--- src/ulp_defines.svh ---
// Purpose: constants for the usb low-power suspend/resume block
// Assumes: 20 MHz mclk, axi4-lite register access
// Notes:   offsets are byte addresses
`ifndef ULP_DEFINES_SVH
`define ULP_DEFINES_SVH
`define ULP_CLK_HZ          20000000
`define ULP_IDLE_TIME_US    3000
`define ULP_IDLE_CYCLES     ((`ULP_IDLE_TIME_US * (`ULP_CLK_HZ / 1000000)))
`define ULP_CNT_W           17
`define ULP_ADDR_W          4
`define ULP_OFF_CTRL        4'h0
`define ULP_OFF_STATUS      4'h4
`define ULP_OFF_MODE        4'h8
`define ULP_BIT_REGEN       2
`define ULP_BIT_PHYEN       0
`define ULP_BIT_RESMEN      5
`define ULP_BIT_IDLE        0
`define ULP_BIT_LPRES       1
`define ULP_BIT_ACTIVE      2
`define ULP_BIT_SUSP        3
`define ULP_RESP_OKAY       2'h0
`define ULP_RESP_SLVERR     2'h2
`define ULP_LS_J            2'h2
`define ULP_LS_K            2'h1
`define ULP_LS_SE0          2'h0
`endif

--- src/ulp_pkg.sv ---
// Purpose: types for the usb low-power suspend/resume block
// Assumes: nothing
// Notes:   none
package ulp_pkg;
  typedef enum logic [1:0] {
    ULP_RUN     = 2'h0,
    ULP_WAIT    = 2'h1,
    ULP_STOP3   = 2'h3,
    ULP_STOP12  = 2'h2
  } ulp_mode_type;
  typedef enum logic [1:0] {
    ULP_S_ACTIVE  = 2'h0,
    ULP_S_SUSPEND = 2'h1,
    ULP_S_ARMED   = 2'h3,
    ULP_S_WOKEN   = 2'h2
  } ulp_state_type;
endpackage

--- src/ulp_idle_if.sv ---
// Purpose: link between top and bus idle timer
// Assumes: one clock
// Notes:   none
interface ulp_idle_if;
  logic bus_idle;
  logic timer_run;
  logic idle_reached;
  modport top (output bus_idle, output timer_run, input idle_reached);
  modport timer (input bus_idle, input timer_run, output idle_reached);
endinterface

--- src/ulp_idle_timer.sv ---
// Purpose: bus idle timer, flags 3 ms of continuous idle
// Assumes: line state synchronous to mclk
// Notes:   restarts on any bus activity
`include "ulp_defines.svh"
module ulp_idle_timer #(
  parameter logic [`ULP_CNT_W-1:0] IDLE_CYCLES = `ULP_CNT_W'(`ULP_IDLE_CYCLES)
) (
  input  wire logic  mclk,
  input  wire logic  rst_b,
  ulp_idle_if.timer  idl
);
  logic [`ULP_CNT_W-1:0] count;
  logic [`ULP_CNT_W-1:0] next_count;
  logic                  reached;
  logic                  next_reached;

  always_comb begin
    next_count = count;
    next_reached = reached;
    if (!idl.bus_idle || !idl.timer_run) begin
      next_count = '0;
      next_reached = 1'b0;
    end else if (count >= IDLE_CYCLES - `ULP_CNT_W'(1)) begin
      next_reached = 1'b1;
    end else begin
      next_count = count + `ULP_CNT_W'(1);
    end
  end

  always_ff @(posedge mclk or negedge rst_b) begin
    if (!rst_b) begin
      count <= '0;
      reached <= 1'b0;
    end else begin
      count <= next_count;
      reached <= next_reached;
    end
  end

  assign idl.idle_reached = reached;
endmodule

--- src/ulp_suspend_resume.sv ---
// Purpose: usb low-power suspend detection and resume wake logic
// Assumes: axi4-lite slave, 20 MHz mclk, line state synchronous
// Notes:   usb clocks are gated off only in stop1/2, or in stop3 while the resume flag is clear
// Summary of operation
// firmware disables regulator and transceiver before stop1 or stop2.
// module stays usable in stop3 to keep resume detection.
// suspend idle flag sets after 3 ms continuous bus idle.
// with resume enable set, a K-state sets the low-power resume flag.
// resume flag raises async wake and re-enables usb module clocks.
// firmware clears resume enable after wake; that write clears the flag.
// in wait mode the module stays fully operational.
// firmware sets resume enable only after idle flag, before stop3.
// firmware keeps the transceiver enabled while bus is suspended.
// transceiver disabled puts both data pins in high impedance.
// after reset resume flag is zero and wake stays inactive.
`include "ulp_defines.svh"
module ulp_suspend_resume (
  input  wire logic                   mclk,
  input  wire logic                   rst_b,
  input  wire logic [`ULP_ADDR_W-1:0] s_axi_awaddr,
  input  wire logic                   s_axi_awvalid,
  output logic                        s_axi_awready,
  input  wire logic [31:0]            s_axi_wdata,
  input  wire logic [3:0]             s_axi_wstrb,
  input  wire logic                   s_axi_wvalid,
  output logic                        s_axi_wready,
  output logic [1:0]                  s_axi_bresp,
  output logic                        s_axi_bvalid,
  input  wire logic                   s_axi_bready,
  input  wire logic [`ULP_ADDR_W-1:0] s_axi_araddr,
  input  wire logic                   s_axi_arvalid,
  output logic                        s_axi_arready,
  output logic [31:0]                 s_axi_rdata,
  output logic [1:0]                  s_axi_rresp,
  output logic                        s_axi_rvalid,
  input  wire logic                   s_axi_rready,
  input  wire logic [1:0]             chip_mode,
  input  wire logic                   usb_dplus_pin_in,
  input  wire logic                   usb_dminus_pin_in,
  output logic                        usb_dplus_pin_oe_b,
  output logic                        usb_dminus_pin_oe_b,
  output logic                        usb_dplus_pin_out,
  output logic                        usb_dminus_pin_out,
  output logic                        usb_voltage_regulator_en,
  output logic                        usb_clock_enable,
  output logic                        async_wake
);
  ulp_idle_if idl ();

  logic                  aw_got;
  logic                  w_got;
  logic [`ULP_ADDR_W-1:0] aw_addr;
  logic [31:0]           w_data;
  logic [3:0]            w_strb;
  logic                  regen;
  logic                  phyen;
  logic                  resmen;
  logic                  idle_flag;
  logic                  lpres_flag;
  logic                  next_aw_got;
  logic                  next_w_got;
  logic [`ULP_ADDR_W-1:0] next_aw_addr;
  logic [31:0]           next_w_data;
  logic [3:0]            next_w_strb;
  logic                  next_bvalid;
  logic [1:0]            next_bresp;
  logic                  next_rvalid;
  logic [1:0]            next_rresp;
  logic [31:0]           next_rdata;
  logic                  next_regen;
  logic                  next_phyen;
  logic                  next_resmen;
  logic                  next_idle_flag;
  logic                  next_lpres_flag;
  logic                  next_oe_b;
  logic                  next_clk_en;
  logic                  next_wake;
  logic                  do_write;
  logic                  k_state;
  ulp_pkg::ulp_state_type state;
  ulp_pkg::ulp_state_type next_state;
  ulp_pkg::ulp_mode_type  mode;

  ulp_idle_timer u_timer (
    .mclk  (mclk),
    .rst_b (rst_b),
    .idl   (idl)
  );

  assign mode = ulp_pkg::ulp_mode_type'(chip_mode);
  assign k_state = ({usb_dplus_pin_in, usb_dminus_pin_in} == `ULP_LS_K) && phyen;
  // timer runs in run, wait and stop3 alike
  assign idl.timer_run = phyen && (mode != ulp_pkg::ULP_STOP12);
  assign idl.bus_idle = ({usb_dplus_pin_in, usb_dminus_pin_in} == `ULP_LS_J);
  assign do_write = aw_got && w_got && !s_axi_bvalid;

  // axi4-lite slave
  always_comb begin
    next_aw_got = aw_got;
    next_w_got = w_got;
    next_aw_addr = aw_addr;
    next_w_data = w_data;
    next_w_strb = w_strb;
    next_bvalid = s_axi_bvalid;
    next_bresp = s_axi_bresp;
    next_rvalid = s_axi_rvalid;
    next_rresp = s_axi_rresp;
    next_rdata = s_axi_rdata;
    if (s_axi_awvalid && s_axi_awready) begin
      next_aw_got = 1'b1;
      next_aw_addr = s_axi_awaddr;
    end
    if (s_axi_wvalid && s_axi_wready) begin
      next_w_got = 1'b1;
      next_w_data = s_axi_wdata;
      next_w_strb = s_axi_wstrb;
    end
    if (s_axi_bvalid && s_axi_bready) next_bvalid = 1'b0;
    if (do_write) begin
      next_aw_got = 1'b0;
      next_w_got = 1'b0;
      next_bvalid = 1'b1;
      next_bresp = (aw_addr == `ULP_OFF_CTRL) ? `ULP_RESP_OKAY : `ULP_RESP_SLVERR;
    end
    if (s_axi_rvalid && s_axi_rready) next_rvalid = 1'b0;
    if (s_axi_arvalid && s_axi_arready) begin
      next_rvalid = 1'b1;
      next_rresp = `ULP_RESP_OKAY;
      next_rdata = '0;
      case (s_axi_araddr)
        `ULP_OFF_CTRL: begin
          next_rdata[`ULP_BIT_RESMEN] = resmen;
          next_rdata[`ULP_BIT_REGEN] = regen;
          next_rdata[`ULP_BIT_PHYEN] = phyen;
        end
        `ULP_OFF_STATUS: begin
          next_rdata[`ULP_BIT_IDLE] = idle_flag;
          next_rdata[`ULP_BIT_LPRES] = lpres_flag;
          next_rdata[`ULP_BIT_ACTIVE] = usb_clock_enable;
          next_rdata[`ULP_BIT_SUSP] = (state != ulp_pkg::ULP_S_ACTIVE);
        end
        `ULP_OFF_MODE: next_rdata[1:0] = chip_mode;
        default: next_rresp = `ULP_RESP_SLVERR;
      endcase
    end
  end

  // control bits, flags and suspend state
  always_comb begin
    next_regen = regen;
    next_phyen = phyen;
    next_resmen = resmen;
    next_idle_flag = idl.idle_reached;
    next_lpres_flag = lpres_flag;
    next_state = state;
    if (do_write && aw_addr == `ULP_OFF_CTRL && w_strb[0]) begin
      next_regen = w_data[`ULP_BIT_REGEN];
      next_phyen = w_data[`ULP_BIT_PHYEN];
      next_resmen = w_data[`ULP_BIT_RESMEN];
    end
    if (!next_resmen) next_lpres_flag = 1'b0;
    if (resmen && next_resmen && k_state) next_lpres_flag = 1'b1;
    case (state)
      ulp_pkg::ULP_S_ACTIVE: if (idl.idle_reached) next_state = ulp_pkg::ULP_S_SUSPEND;
      ulp_pkg::ULP_S_SUSPEND: begin
        if (!idl.bus_idle) next_state = ulp_pkg::ULP_S_ACTIVE;
        else if (resmen) next_state = ulp_pkg::ULP_S_ARMED;
      end
      ulp_pkg::ULP_S_ARMED: begin
        if (lpres_flag) next_state = ulp_pkg::ULP_S_WOKEN;
        else if (!resmen) next_state = ulp_pkg::ULP_S_SUSPEND;
      end
      ulp_pkg::ULP_S_WOKEN: if (!resmen) next_state = ulp_pkg::ULP_S_ACTIVE;
      default: next_state = ulp_pkg::ULP_S_ACTIVE;
    endcase
  end

  // pin enables, wake and clock gating
  always_comb begin
    next_oe_b = !next_phyen;
    next_wake = next_lpres_flag && next_resmen;
    next_clk_en = 1'b1;
    if (mode == ulp_pkg::ULP_STOP12) next_clk_en = 1'b0;
    else if (mode == ulp_pkg::ULP_STOP3 && !next_lpres_flag) next_clk_en = 1'b0;
    if (next_lpres_flag && mode != ulp_pkg::ULP_STOP12) next_clk_en = 1'b1;
  end

  always_ff @(posedge mclk or negedge rst_b) begin
    if (!rst_b) begin
      aw_got <= 1'b0;
      w_got <= 1'b0;
      aw_addr <= '0;
      w_data <= '0;
      w_strb <= '0;
      s_axi_bvalid <= 1'b0;
      s_axi_bresp <= `ULP_RESP_OKAY;
      s_axi_rvalid <= 1'b0;
      s_axi_rresp <= `ULP_RESP_OKAY;
      s_axi_rdata <= '0;
      s_axi_awready <= 1'b0;
      s_axi_wready <= 1'b0;
      s_axi_arready <= 1'b0;
      regen <= 1'b0;
      phyen <= 1'b0;
      resmen <= 1'b0;
      idle_flag <= 1'b0;
      lpres_flag <= 1'b0;
      state <= ulp_pkg::ULP_S_ACTIVE;
      usb_dplus_pin_oe_b <= 1'b1;
      usb_dminus_pin_oe_b <= 1'b1;
      usb_voltage_regulator_en <= 1'b0;
      usb_clock_enable <= 1'b1;
      async_wake <= 1'b0;
    end else begin
      aw_got <= next_aw_got;
      w_got <= next_w_got;
      aw_addr <= next_aw_addr;
      w_data <= next_w_data;
      w_strb <= next_w_strb;
      s_axi_bvalid <= next_bvalid;
      s_axi_bresp <= next_bresp;
      s_axi_rvalid <= next_rvalid;
      s_axi_rresp <= next_rresp;
      s_axi_rdata <= next_rdata;
      s_axi_awready <= !next_aw_got && !next_bvalid;
      s_axi_wready <= !next_w_got && !next_bvalid;
      s_axi_arready <= !next_rvalid;
      regen <= next_regen;
      phyen <= next_phyen;
      resmen <= next_resmen;
      idle_flag <= next_idle_flag;
      lpres_flag <= next_lpres_flag;
      state <= next_state;
      usb_dplus_pin_oe_b <= next_oe_b;
      usb_dminus_pin_oe_b <= next_oe_b;
      usb_voltage_regulator_en <= next_regen;
      usb_clock_enable <= next_clk_en;
      async_wake <= next_wake;
    end
  end

  // block drives no traffic of its own; the packet engine would
  always_ff @(posedge mclk or negedge rst_b) begin
    if (!rst_b) begin
      usb_dplus_pin_out <= 1'b0;
      usb_dminus_pin_out <= 1'b0;
    end else begin
      usb_dplus_pin_out <= 1'b0;
      usb_dminus_pin_out <= 1'b0;
    end
  end
endmodule

--- config.mk ---
export PLATFORM = sky130hd
export DESIGN_NAME = ulp_suspend_resume
export DESIGN_NICKNAME = d
export VERILOG_FILES = /design/src/ulp_pkg.sv /design/src/ulp_idle_if.sv /design/src/ulp_idle_timer.sv /design/src/ulp_suspend_resume.sv
export VERILOG_INCLUDE_DIRS = /design/src
export SDC_FILE = /design/constraint.sdc
export NUM_CORES = 1
export LEC_CHECK = 0
export BUFFER_PORTS_ARGS = -buffer_cell sky130_fd_sc_hd__buf_4
export CAP_MARGIN = 15
export CORE_MARGIN = 3
export CORE_UTILIZATION = 44
export CTS_CLUSTER_DIAMETER = 30
export DETAILED_ROUTE_END_ITERATION = 10
export PLACE_DENSITY_LB_ADDON = 0.12
export SLEW_MARGIN = 20
export SYNTH_ARGS = -nofsm -noshare
export SYNTH_HDL_FRONTEND = slang
export SYNTH_SLANG_ARGS = --single-unit
--- constraint.sdc ---
create_clock -name mclk -period 1.43 [get_ports mclk]
set_input_delay 0.0715 -clock mclk [delete_from_list [all_inputs] [get_ports mclk]]
set_output_delay 0.0715 -clock mclk [all_outputs]
set_load 0.005 [all_outputs]
## Yosys cells after proc, flatten, opt, wreduce, memory -nomap -nowiden

Cells that the tools add are included.

- Flip-flop bits (word level): 55
- Input port bits: 55
- Word-level logic and storage cells: 109

- Add/sub/neg operators: 1
- $lt $le $gt $ge: 1
- Eq/ne operators: 15
- Multiplexer cells: 33
- Reduce and logical (&&, ||, !) cells: 35

Operators with widths:

| cell | number |
|---|---|
| 17-bit two-way mux | 2 |
| 1-bit two-way mux | 19 |
| 1-bit logical AND | 18 |
| 17-bit by 1-bit adder with 17-bit output (second input constant) | 1 |
| 17-bit by 16-bit greater-or-equal comparator with 1-bit output (second input constant) | 1 |
| 2-bit two-way mux | 8 |
| 2-bit == test (second input constant) | 5 |
| 1-bit zero test | 9 |
| 4-bit zero test | 2 |
| 2-bit case mux with 4 select lines | 1 |
| 3-bit inequality test (second input constant) | 2 |
| 2-bit by 1-bit == test with 1-bit output (second input constant) | 2 |
| 4-bit by 3-bit == test with 1-bit output (second input constant) | 1 |
| 4-bit == test (second input constant) | 1 |
| 2-bit by 1-bit inequality test with 1-bit output (second input constant) | 2 |
| 2-bit inequality test (second input constant) | 2 |
| 1-bit case mux with 2 select lines | 2 |
| 4-bit AND reduction | 1 |
| 2-bit nonzero test | 2 |
| 1-bit case mux with 3 select lines | 1 |
| 3-bit OR reduction | 1 |
| 2-bit zero test | 1 |
| 1-bit logical OR | 1 |

## Longest topological paths before layout

Gate-level depths: netlist of run 1.

- Depth after elaboration: 13
- Mapped depth: 6

## Modules after synthesis

Synthesis of run 1 repeated with hierarchy kept, for this count alone.

- Cells, all modules: 252
- Area total of the unflattened synthesis: 2587.5 µm²

Modules (own cells, without submodules):

| module | instances | cells each | area each (µm²) | seq. area each (µm²) |
|---|---|---|---|---|
| ulp_suspend_resume | 1 | 136 | 1531.5 | 803.3 |
| ulp_idle_timer | 1 | 116 | 1056.0 | 450.4 |

## Worst setup path after synthesis of run 1

Ideal clock, no wire load.

- Path type: reg2reg
- Start point: register u_timer.count[12]
- End point: register u_timer.count[2]
- Library setup time: 0.120 ns
- Arrival: 1.417 ns
- Data required time: 1.310 ns
- Setup slack: -0.107 ns
- Stages on the path, launching flop included: 6
- Path buffers: 0
- Period minus slack after synthesis: 1.537 ns
- Path through: dfrtp_1 nor4_4 nand2_1 o21ai_4 a21oi_1 a31o_1

- Word-level cells in the longest chain between the ends: 2

Ends and longest elaborated chain:

| item | line | RTL |
|---|---|---|
| start, declared | ulp_idle_timer.sv:12 | `` logic [`ULP_CNT_W-1:0] count; `` |
| start signal, assigned | ulp_idle_timer.sv:35 | `count <= next_count;` |
| 17-bit by 16-bit greater-or-equal comparator with 1-bit output | ulp_idle_timer.sv:23 | `` end else if (count >= IDLE_CYCLES - `ULP_CNT_W'(1)) begin `` |
| 2-bit by 1-bit inequality test with 1-bit output (no source line) | n/a |  |

No other way between the ends.
A chain may end at the register's enable or synchronous reset.

## Worst setup path after layout of run 1

- Start point: register u_timer.count[16]
- End point: register u_timer.count[2]

Same word-level chain as after synthesis.

==> metrics.md, run 1 <==
| Metric | Value |
|---|---|
| Mapped cell area | 2560 sq um |
| Die Ht | slightly above 80 um |
| Global Route Usage Sum | roughly 15% |
| Critical R2R Launch | u_timer.count[16]$_DFFE_PN0P_ |
| Final count of negative-setup-slack endpoints | 21 |
| Vias in the first global route | roughly 1800 |
| Seq/Total Area, Yosys | 48.9% |
| WP data arrival | approximately 1.8 ns |
| Ys async rst share | 100% |
| Ant diodes | 0 |
| Post-synth top area cell | dfrtp_1 |
| DR vias/cell | 4.75 |
| CTS HTree Levels | 2 |
| Clk buf depth | 2 |
| Minimum clock period | 1.59 ns |
| Initial Utilization | a little under half |
| Die ar. | slightly below 7000 sq um |
| Fin crit share | 111% |
| Maxcap violations | 0 |
| Worst VDD drop | between 700 and 800 uV |
| Mean routed wirelength per cell | 12.6 um |
| Multi-input gate area | about 1200 sq um |
| Critical Path Sink Type | register |
| Fin. Hold Viols | 0 |
| Worst Path Required | ~1.6 ns |
| Clk_lat worst skew | between 0.2 and 0.3 ns |
| Num Clock Sinks | 50 |
| Setup_tns | -2.05 ns |
| Synth warn | 0 |
| Global-route wire length before repair | between 8000 and 9000 um |
| Rows | 27 |
| Initial antenna violation count | 0 |
| Pwr Density | 1040 nW/um^2 |
| Dpl ws | -0.145 ns |
| Core box area | roughly 5600 sq um |
| IO Count | around 100 |
| Leakage | around 0.0015 uW |
| Worst Setup Start Kind | register |
| Status | finished, violations left |
| Vias | roughly 1800 |
| Synthesis-stage register bit count | 50 |
| Grt total ovfl | 0 |
| R2r endpoint | u_timer.count[2]$_DFFE_PN0P_ |
| Cell count of the worst reg-to-reg path | 5 |
| Post-layout nets | between 300 and 400 |
| Final Util | 59.9% |
| Clock Skews | 0.00610 ns |
| FF+latch area | around 1300 sq um |
| Worst-path clk slew | about 0.090 ns |
| Pre-antenna DRT Iters | 4 |
| Max_slew headroom | 58.6% |
| Largest net degree at the start of global routing | just over 50 |
| Worst hold path class | input pin to register |
| Cell variety after synth | 50 |
| Max-slew violation count | 0 |
| Synthesis-to-finish area growth | 30.3% |
| Least-Margin Pin Slew | 0.622 ns |
| Clock Root Buffer | clkbuf_8 |
| Crit path capture | u_timer.count[2]$_DFFE_PN0P_ |
| Post-synth EDFFs | 0 |
| Overall power | 3490 uW |
| Violations in the final reports | negative setup slack |
| Placer Congestion | between 0.7 and 0.8 |
| Detailed Place HPWL | about 3600 um |
| Fin worst setup slack | -0.158 ns |
| Final wirelength | between 4000 and 5000 um |
| Synth area leaders | dfrtp_1, buf_4, mux2_2 |
| R2R setup slack | -0.16 ns |
| Die span in x | slightly above 80 um |
| Crit path kind | register to register |
| WHS | about 0.0080 ns |
| Drt first-iter violations | 76 |
| CP Max Fanout | 7 |
| Share of layout cells above drive strength 1 | a little under two fifths |
| Top FF cell, synth | dfrtp_1 |
| RSZ-0062 raised after global routing | true |
| Top-area cell type share of the netlist area | a little under half |
| PortBufs | 39 |
| Num CTS Buffers | 5 |
| Mapped Cells | 236 |
| Fillers | 475 |
| Residual DRC | 0 |
| Post-route ant nets | 0 |
| TritonCTS clock tree | yes |
| Avg Cell Area, Syn | roughly 11 sq um |
| Worst setup path start | u_timer.count[16]$_DFFE_PN0P_ |
| Fmax | 0.630 GHz |
-- per-layer routing --
| layer | share of wire, % | track usage, % | up-vias | wire, um |
|---|---|---|---|---|
| met5 | 0 | 0 | - | 0 |
| met4 | 0.51 | 2.99 | 0 | 25 |
| met3 | 5.2 | 2.93 | 2 | 254 |
| met2 | 50 | 25.9 | 50 | 2440 |
| met1 | 44 | 20.3 | 874 | 2170 |
| li1 | - | - | 912 | - |
-- through the flow --
step / area (sq um) / instances
finish: 3340 / 387
global route: 3340 / 387
CTS: 3250 / 386
detailed placement: 3050 / 370
global placement: 3050 / 370
floorplan: 2700 / 266
-- power by group --
group	switching, uW	total [uW]	leakage [uW]	internal [uW]
Sequential	205	1880	0.000652	1680
Combinational	317	783	0.000843	466
Clock	465	821	0.0000458	355
Total	987	3490	0.00154	2500
-- synthesized netlist by cell type (2+ instances only) --
cell and count:
dfrtp_1 48, buf_4 33, nand2_1 20, nor2_1 20, a21oi_1 10, xnor2_1 10
mux2_2 8, inv_1 7, a211oi_2 6, mux2i_1 6, nand3_1 6, o21ai_0 6
nor2b_1 4, a31o_1 3, clkbuf_1 3, a22o_1 2, and3_1 2, buf_2 2
dfstp_2 2, nand2b_1 2, nand4_1 2, nor3_1 2, nor4_4 2, o21a_1 2
o21ai_1 2, o31ai_1 2
-- registers in the layout, indices dropped and copies added (netlist names), 2 cells and up --
name	cells
state	2
s_axi_rdata	5
aw_addr	4
w_data	3
u_timer.count	17
-- area by class of cell --
class,instances,share of cell area [%]
repair buffers,79,19.1
flip-flops and latches,50,37.6
clock buffers,6,2.17
multi-input cells,171,37.2
clock inverters,2,0.525
inverters,7,0.787
well taps,72,2.70
-- worst min-delay path by stage --
stage | startpoint | endpoint | slack, ns | cells past startpoint
2_1_floorplan | rst_b | async_wake$_DFF_PN0_ | -0.22 | 0
3_3_place_gp | rst_b | u_timer.count[15]$_DFFE_PN0P_ | 0.14 | 1
3_5_place_dp | rst_b | u_timer.count[15]$_DFFE_PN0P_ | 0.13 | 1
4_1_cts | s_axi_wdata[0] | w_data[0]$_DFFE_PN0P_ | 0.0007 | 2
5_1_grt | s_axi_wdata[0] | w_data[0]$_DFFE_PN0P_ | 0.001 | 2
6_report | s_axi_wstrb[0] | w_strb[0]$_DFFE_PN0P_ | 0.008 | 2
-- logic make-up (layout without fill, tap and decap cells) --
logic type	Yosys count	after routing	synth area share, %
AOI/OAI and AO/OA	41	41	12.4
xor gates and xnor gates	10	10	3.42
adders and majority gates	1	1	0.488
buffers and inverters	45	94	11.5
DFF	50	50	48.9
muxes	16	16	6.89
other	1	31	0.146
and+or+nand+nor	72	72	16.2
-- cell usage in the layout (no fill, tap or decap), drive strengths merged, types with 3 or more instances in the layout --
| cell type | synthesis | layout |
|---|---|---|
| buf | 35 | 72 |
| dfrtp | 48 | 48 |
| conb | 1 | 31 |
| nor2 | 20 | 20 |
| nand2 | 20 | 20 |
| a21oi | 11 | 11 |
| xnor2 | 10 | 10 |
| mux2 | 10 | 10 |
| o21ai | 9 | 9 |
| inv | 7 | 8 |
| dlygate4sd3 | 0 | 7 |
| a211oi | 7 | 7 |
| nand3 | 7 | 7 |
| mux2i | 6 | 6 |
| clkbuf | 3 | 6 |
| nor2b | 4 | 4 |
| nor4 | 3 | 3 |
| a31o | 3 | 3 |
| nand4 | 3 | 3 |
-- critical path: stages (launching register included) --
cell,delay [ns]
dfrtp_1,0.41
nor4_4,0.35
nand2_1,0.15
o21ai_4,0.28
a21oi_1,0.11
a31o_1,0.19
-- repair_timing --
item / CTS / global route
pin swaps: 6 / 9
hold buffers: 7 / 0
endpoints found under the hold margin: 54 / 0
buffers inserted: 1 / 1
setup endpoints to repair: 22 / 23
gates resized for setup: 5 / 15
Note: power is estimated with default switching activity, not from simulation.
==> inputs of run 2 (changes only) <==
- clock period: 1.43 -> 1.3 ns (I/O delays scaled with it)
==> metrics.md, run 2 (synthesis gave the netlist of run 1 again) <==
| Metric | Value |
|---|---|
| Minimum clock period | 1.59 ns (+0.00638 ns) |
| Grt total ovfl | 0 (unchanged) |
| Num CTS Buffers | 5 (unchanged) |
| Placer Congestion | 0.792 (-0.79%) |
| Max_slew headroom | 57.8% (-0.76 points) |
| Critical Path Sink Type | register |
| Commonest non-fill, non-tap cell in the layout | buf_4 |
| Core box area | 5570 sq um (unchanged) |
| Die ar. | 6770 sq um (unchanged) |
| Post-route ant nets | 0 (unchanged) |
| Violations in the final reports | negative setup slack |
| Residual DRC | 0 (unchanged) |
| Pre-antenna DRT Iters | 4 (unchanged) |
| Finished Layout Cells | 394 (+1.8%) |
| Leakage | 0.00159 uW (+3.4%) |
| Worst Setup Start Kind | register |
| Top reg by flops | u_timer.count |
| CP peak stage delay | 0.42 ns (about the same) |
| Initial Utilization | 45.9% (unchanged) |
| Clk_lat worst skew | 0.30 ns (about the same) |
| WHS | 0.00607 ns (-0.00194 ns) |
| Clock Root Buffer | clkbuf_8 |
| Detailed Place HPWL | 3670 um (+1.5%) |
| Drt first-iter violations | 47 (-38%) |
| Num Clock Sinks | 50 (unchanged) |
| Worst-path clk slew | 0.09 ns (about the same) |
| DR vias/cell | 4.78 (+0.74%) |
| Worst Path Required | 1.50 ns (-0.12 ns) |
| Die Ht | 82.3 um (unchanged) |
| Max FFs per register | 17 (unchanged) |
| Max-slew violation count | 0 (unchanged) |
| Status | finished, violations left |
| Synthesis-to-finish area growth | 33.9% |
| Fin worst setup slack | -0.294 ns (-0.136 ns) |
| Global-route wire length before repair | 8670 um (+7.1%) |
| Post-layout nets | 377 (+1.9%) |
| Crit-path cells | nor4_4, nand3b_4, a21oi_4, a21oi_2, a31o_1 |
| PortBufs | 39 (unchanged) |
| Largest registers | u_timer.count x17, s_axi_rdata x5, aw_addr x4 |
| Crit-path slowest cell | dfrtp_1 |
| Setup_tns | -4.64 ns (-2.59 ns) |
| Global Route Usage Sum | 16.4% (+1.1 points) |
| Share of layout cells above drive strength 1 | 39.1% (+2.0 points) |
| RSZ-0062 raised after global routing | true |
| Cells after DPL | 372 (+0.54%) |
| Commonest non-fill, non-tap cells in the layout | buf_4, dfrtp_1, conb_1, nand2_1, nor2_1 |
| IO Count | 103 (unchanged) |
| Worst VDD drop | 924 uV (+27%) |
| Fin. Hold Viols | 0 (unchanged) |
| CTS HTree Levels | 2 (unchanged) |
| Least-Margin Pin Slew | 0.633 ns (+0.0113 ns) |
| Mean routed wirelength per cell | 13.0 um (+2.5%) |
| Clk buf depth | 2 (unchanged) |
| Final wirelength | 5110 um (+4.4%) |
| Rows | 27 (unchanged) |
| Clock Skews | 0.00798 ns (+0.00188 ns) |
| Fin crit share | 123% (+12 points) |
| Vias | 1885 (+2.6%) |
| TritonCTS clock tree | yes |
| WP data arrival | 1.79 ns (about the same) |
| Maxcap violations | 0 (unchanged) |
| Initial antenna violation count | 0 (unchanged) |
| Vias in the first global route | 1850 (+3.9%) |
| Crit path kind | register to register |
| CP Max Fanout | 8 (+1) |
| Fmax | 0.627 GHz (-0.40%) |
| Ant diodes | 0 (unchanged) |
| Final count of negative-setup-slack endpoints | 23 (+9.5%) |
| Die span in x | 82.3 um (unchanged) |
| Largest net degree at the start of global routing | 51 (unchanged) |
| Pwr Density | 1200 nW/um^2 (+14%) |
| Worst hold path class | input pin to register |
-- run 2: changes by cell type in the layout (fill, tap and decap cells not counted), sizes merged --
cell	change
inv	-1
clkinv	-1
buf	+4
dlygate4sd3	+3
bufinv	+1
clkinvlp	+1
-- run 2: metal layers --
metal	up-vias	share of wire, %	track usage (%)
met5	-	0	0
met4	0	1.3	4.65
met3	6	4.9	3.04
met2	53	49	27.6
met1	901	45	21.3
li1	925	-	-
-- run 2: critical path, delay by kind of cell (launching register included) --
family / cells / cell delay (ns)
simple gates: 2 / 0.58
compound gates: 3 / 0.48
flops: 1 / 0.42
-- run 2: worst paths after layout --
| kind | slack, ns | to | depth (start not counted) | start |
|---|---|---|---|---|
| max in group asynchronous | 0.55 | u_timer.count[14]$_DFFE_PN0P_ | 2 | rst_b |
| min | 0.006 | aw_addr[1]$_DFFE_PN0P_ | 2 | s_axi_awaddr[1] |
| max | -0.29 | u_timer.count[9]$_DFFE_PN0P_ | 5 | u_timer.count[16]$_DFFE_PN0P_ |
| min reg2reg | 0.40 | idle_flag$_DFF_PN0_ | 0 | u_timer.idl.idle_reached$_DFFE_PN0P_ |
| min in group asynchronous | 0.33 | u_timer.count[12]$_DFFE_PN0P_ | 2 | rst_b |
| max reg2reg | -0.29 | u_timer.count[9]$_DFFE_PN0P_ | 5 | u_timer.count[16]$_DFFE_PN0P_ |
-- run 2: final cells by class --
cell class / instances / area [sq um]
inverter: 7 / 26.3
timing repair buffer: 86 / 693
clock inverter: 2 / 37.5
tap: 72 / 90.1
fill: 473 / 2140
multi-input combinational: 171 / 1260
clock buffer: 6 / 72.6
sequential: 50 / 1250
-- run 2: repair_timing --
action / 4_1_cts / 5_1_grt
hold buffers: 10 / 0
endpoints found under the hold margin: 57 / 0
cloned: 0 / 0
buffers inserted: 3 / 3
endpoints found under the setup margin: 24 / 24
resized for setup: 17 / 6
pin swaps: 15 / 13
-- run 2: power by group --
group          switching (uW)  leakage [uW]  internal, uW
logic                     379      0.000889           564
clock network             519     0.0000514           575
registers                 218      0.000652          1850
-- run 2: stage by stage --
step | instance area, sq um | power, uW | setup slack, ns | utilization [%]
6_report | 3430 | 4100 | -0.294 | 61.5
5_1_grt | 3430 | 4350 | -0.351 | 61.5
4_1_cts | 3410 | 4160 | -0.300 | 61.1
3_5_place_dp | 3090 | 2980 | -0.296 | 55.4
3_3_place_gp | 3090 | 2950 | -0.245 | 55.4
2_1_floorplan | 2730 | 2590 | -0.196 | -
==> inputs of run 3 (changes only) <==
- CORE_UTILIZATION: 44 -> 48
- HOLD_SLACK_MARGIN: not set -> 0.06
- clock period: 1.3 -> 1.7 ns (I/O delays scaled with it)
==> metrics.md, run 3 (synthesis gave the netlist of run 1 again) <==
| Metric | Value |
|---|---|
| Status | finished, final reports clean |
| Die Ht | 79.0 um (-3.9%) |
| Clock Skews | 0.00564 ns (-0.00234 ns) |
| Initial antenna violation count | 0 (unchanged) |
| Pwr Density | 899 nW/um^2 (-25%) |
| Multi-input gate area | 1170 sq um (-7.1%) |
| Pre-antenna DRT Iters | 4 (unchanged) |
| Largest net degree at the start of global routing | 51 (unchanged) |
| Mean routed wirelength per cell | 13.0 um (about the same) |
| Global Route Usage Sum | 16.4% (+0.045 points) |
| Synthesis-to-finish area growth | 24.1% |
| TritonCTS clock tree | yes |
| Fin worst setup slack | 0.0585 ns (+0.353 ns) |
| Global-route wire length before repair | 8110 um (-6.5%) |
| Drt first-iter violations | 61 (+30%) |
| CP Max Fanout | 8 (unchanged) |
| Rows | 25 (-7.4%) |
| Vias in the first global route | 1763 (-4.7%) |
| IO Count | 103 (unchanged) |
| Fmax | 0.609 GHz (-2.9%) |
| DR vias/cell | 4.93 (+3.0%) |
| Final wirelength | 4820 um (-5.7%) |
| WHS | 0.0730 ns (+0.0669 ns) |
| Crit path kind | register to register |
| PortBufs | 39 (unchanged) |
| CTS HTree Levels | 2 (unchanged) |
| Commonest non-fill, non-tap cell in the layout | buf_4 |
| Worst-path clk slew | 0.09 ns (about the same) |
| Max_slew headroom | 59.2% (+1.4 points) |
| Core box area | 4940 sq um (-11%) |
| Fin crit share | 96.6% (-26 points) |
| Dpl ws | 0.0167 ns (+0.312 ns) |
| Worst hold path class | input pin to register |
| Residual DRC | 0 (unchanged) |
| Post-layout nets | 361 (-4.2%) |
| DP Area | 2880 sq um (-6.8%) |
| Fillers | 417 (-12%) |
| Num Clock Sinks | 50 (unchanged) |
| Initial Utilization | 51.8% (+5.9 points) |
| Ant diodes | 0 (unchanged) |
| Worst VDD drop | 736 uV (-20%) |
| Critical Path Sink Type | register |
| FF+latch area | 1250 sq um (about the same) |
| Max FFs per register | 17 (unchanged) |
| Maxcap violations | 0 (unchanged) |
| Least-Margin Pin Slew | 0.612 ns (-0.0211 ns) |
| Top reg by flops | u_timer.count |
| Clk buf depth | 2 (unchanged) |
| Leakage | 0.00146 uW (-8.5%) |
| Share of layout cells above drive strength 1 | 31.1% (-8.0 points) |
| Worst Path Required | 1.89 ns (+0.39 ns) |
| Final count of negative-setup-slack endpoints | 0 (-100%) |
| Setup_tns | 0 ns (+4.64 ns) |
| Clock Root Buffer | clkbuf_8 |
| Vias | 1834 (-2.7%) |
| Num CTS Buffers | 5 (unchanged) |
| Largest registers | u_timer.count x17, s_axi_rdata x5, aw_addr x4 |
| WP data arrival | 1.83 ns (+0.04 ns) |
| Worst Setup Start Kind | register |
| Minimum clock period | 1.64 ns (+0.0471 ns) |
| Grt total ovfl | 0 (unchanged) |
| Die ar. | 6250 sq um (-7.7%) |
| Post-route cell area | 3180 sq um (-7.3%) |
| Commonest non-fill, non-tap cells in the layout | buf_4, dfrtp_1, conb_1, nor2_1, nand2_1 |
| Detailed Place HPWL | 3310 um (-9.8%) |
| RSZ-0062 raised after global routing | true |
| Max-slew violation count | 0 (unchanged) |
| Fin. Hold Viols | 0 (unchanged) |
| Clk_lat worst skew | 0.29 ns (about the same) |
| Placer Congestion | 0.731 (-7.7%) |
| Post-route ant nets | 0 (unchanged) |
| Die span in x | 79.0 um (-3.9%) |
run 3: cell types whose count changed in the layout (fill, tap and decap cells not counted), sizes merged:
cell | previous run | this run
inv | 7 | 8
clkbuf | 6 | 5
bufinv | 1 | 0
dlygate4sd3 | 10 | 15
buf | 76 | 55
clkinvlp | 1 | 0
clkinv | 0 | 1
run 3: repair_timing:
action / 4_1_cts / 5_1_grt
resized for setup: 1 / 7
hold endpoints to repair: 63 / 0
gates cloned: 0 / 0
pin swaps: 0 / 3
endpoints found under the setup margin: 1 / 9
buffers inserted: 0 / 3
hold buffers: 15 / 0
run 3: final cells by class:
| cell class | instances | area share [%] |
|---|---|---|
| Timing Repair Buffer | 70 | 17.7 |
| Sequential cell | 50 | 39.5 |
| Inverter | 7 | 0.827 |
| Multi-Input combinational cell | 171 | 36.7 |
| Clock buffer | 5 | 2.17 |
| Clock inverter | 2 | 0.433 |
| Tap cell | 67 | 2.64 |
run 3: power by group:
part	leakage, uW	switching [uW]	internal, uW
Combinational	0.000763	258	368
Sequential	0.000650	158	1410
Clock	0.0000444	374	285
Total	0.00146	791	2070
run 3: critical path, cell delays in order (launching register included):
cell	delay, ns
dfrtp_2	0.45
nor4_4	0.35
nand2_1	0.15
o21ai_4	0.27
a21oi_1	0.11
a31o_1	0.19
run 3: metal layers:
metal  up-vias  share of wire, %  GRT usage (%)
met3         6               5.4           3.97
met2        52                48           26.8
met4         0               1.2           4.64
li1        890                 -              -
met5         -                 0              0
met1       886                45           21.8
run 3: per-stage QoR:
stage          std cells  total power, uW  util [%]
2_1_floorplan        266             1970         -
3_3_place_gp         347             2180      58.3
3_5_place_dp         347             2200      58.3
4_1_cts              369             2900      63.0
5_1_grt              372             3050      64.3
6_report             372             2860      64.3
run 3: worst paths after layout:
path / end / slack, ns / cells past startpoint / from
min in group asynchronous: aw_got$_DFF_PN0_ / 0.34 / 2 / rst_b
max reg2reg: u_timer.count[3]$_DFFE_PN0P_ / 0.06 / 5 / u_timer.count[12]$_DFFE_PN0P_
min reg2reg: idle_flag$_DFF_PN0_ / 0.43 / 0 / u_timer.idl.idle_reached$_DFFE_PN0P_
max: u_timer.count[3]$_DFFE_PN0P_ / 0.06 / 5 / u_timer.count[12]$_DFFE_PN0P_
min: s_axi_rresp[1]$_DFFE_PN0P_ / 0.07 / 3 / s_axi_araddr[0]
max in group asynchronous: u_timer.count[12]$_DFFE_PN0P_ / 0.91 / 2 / rst_b
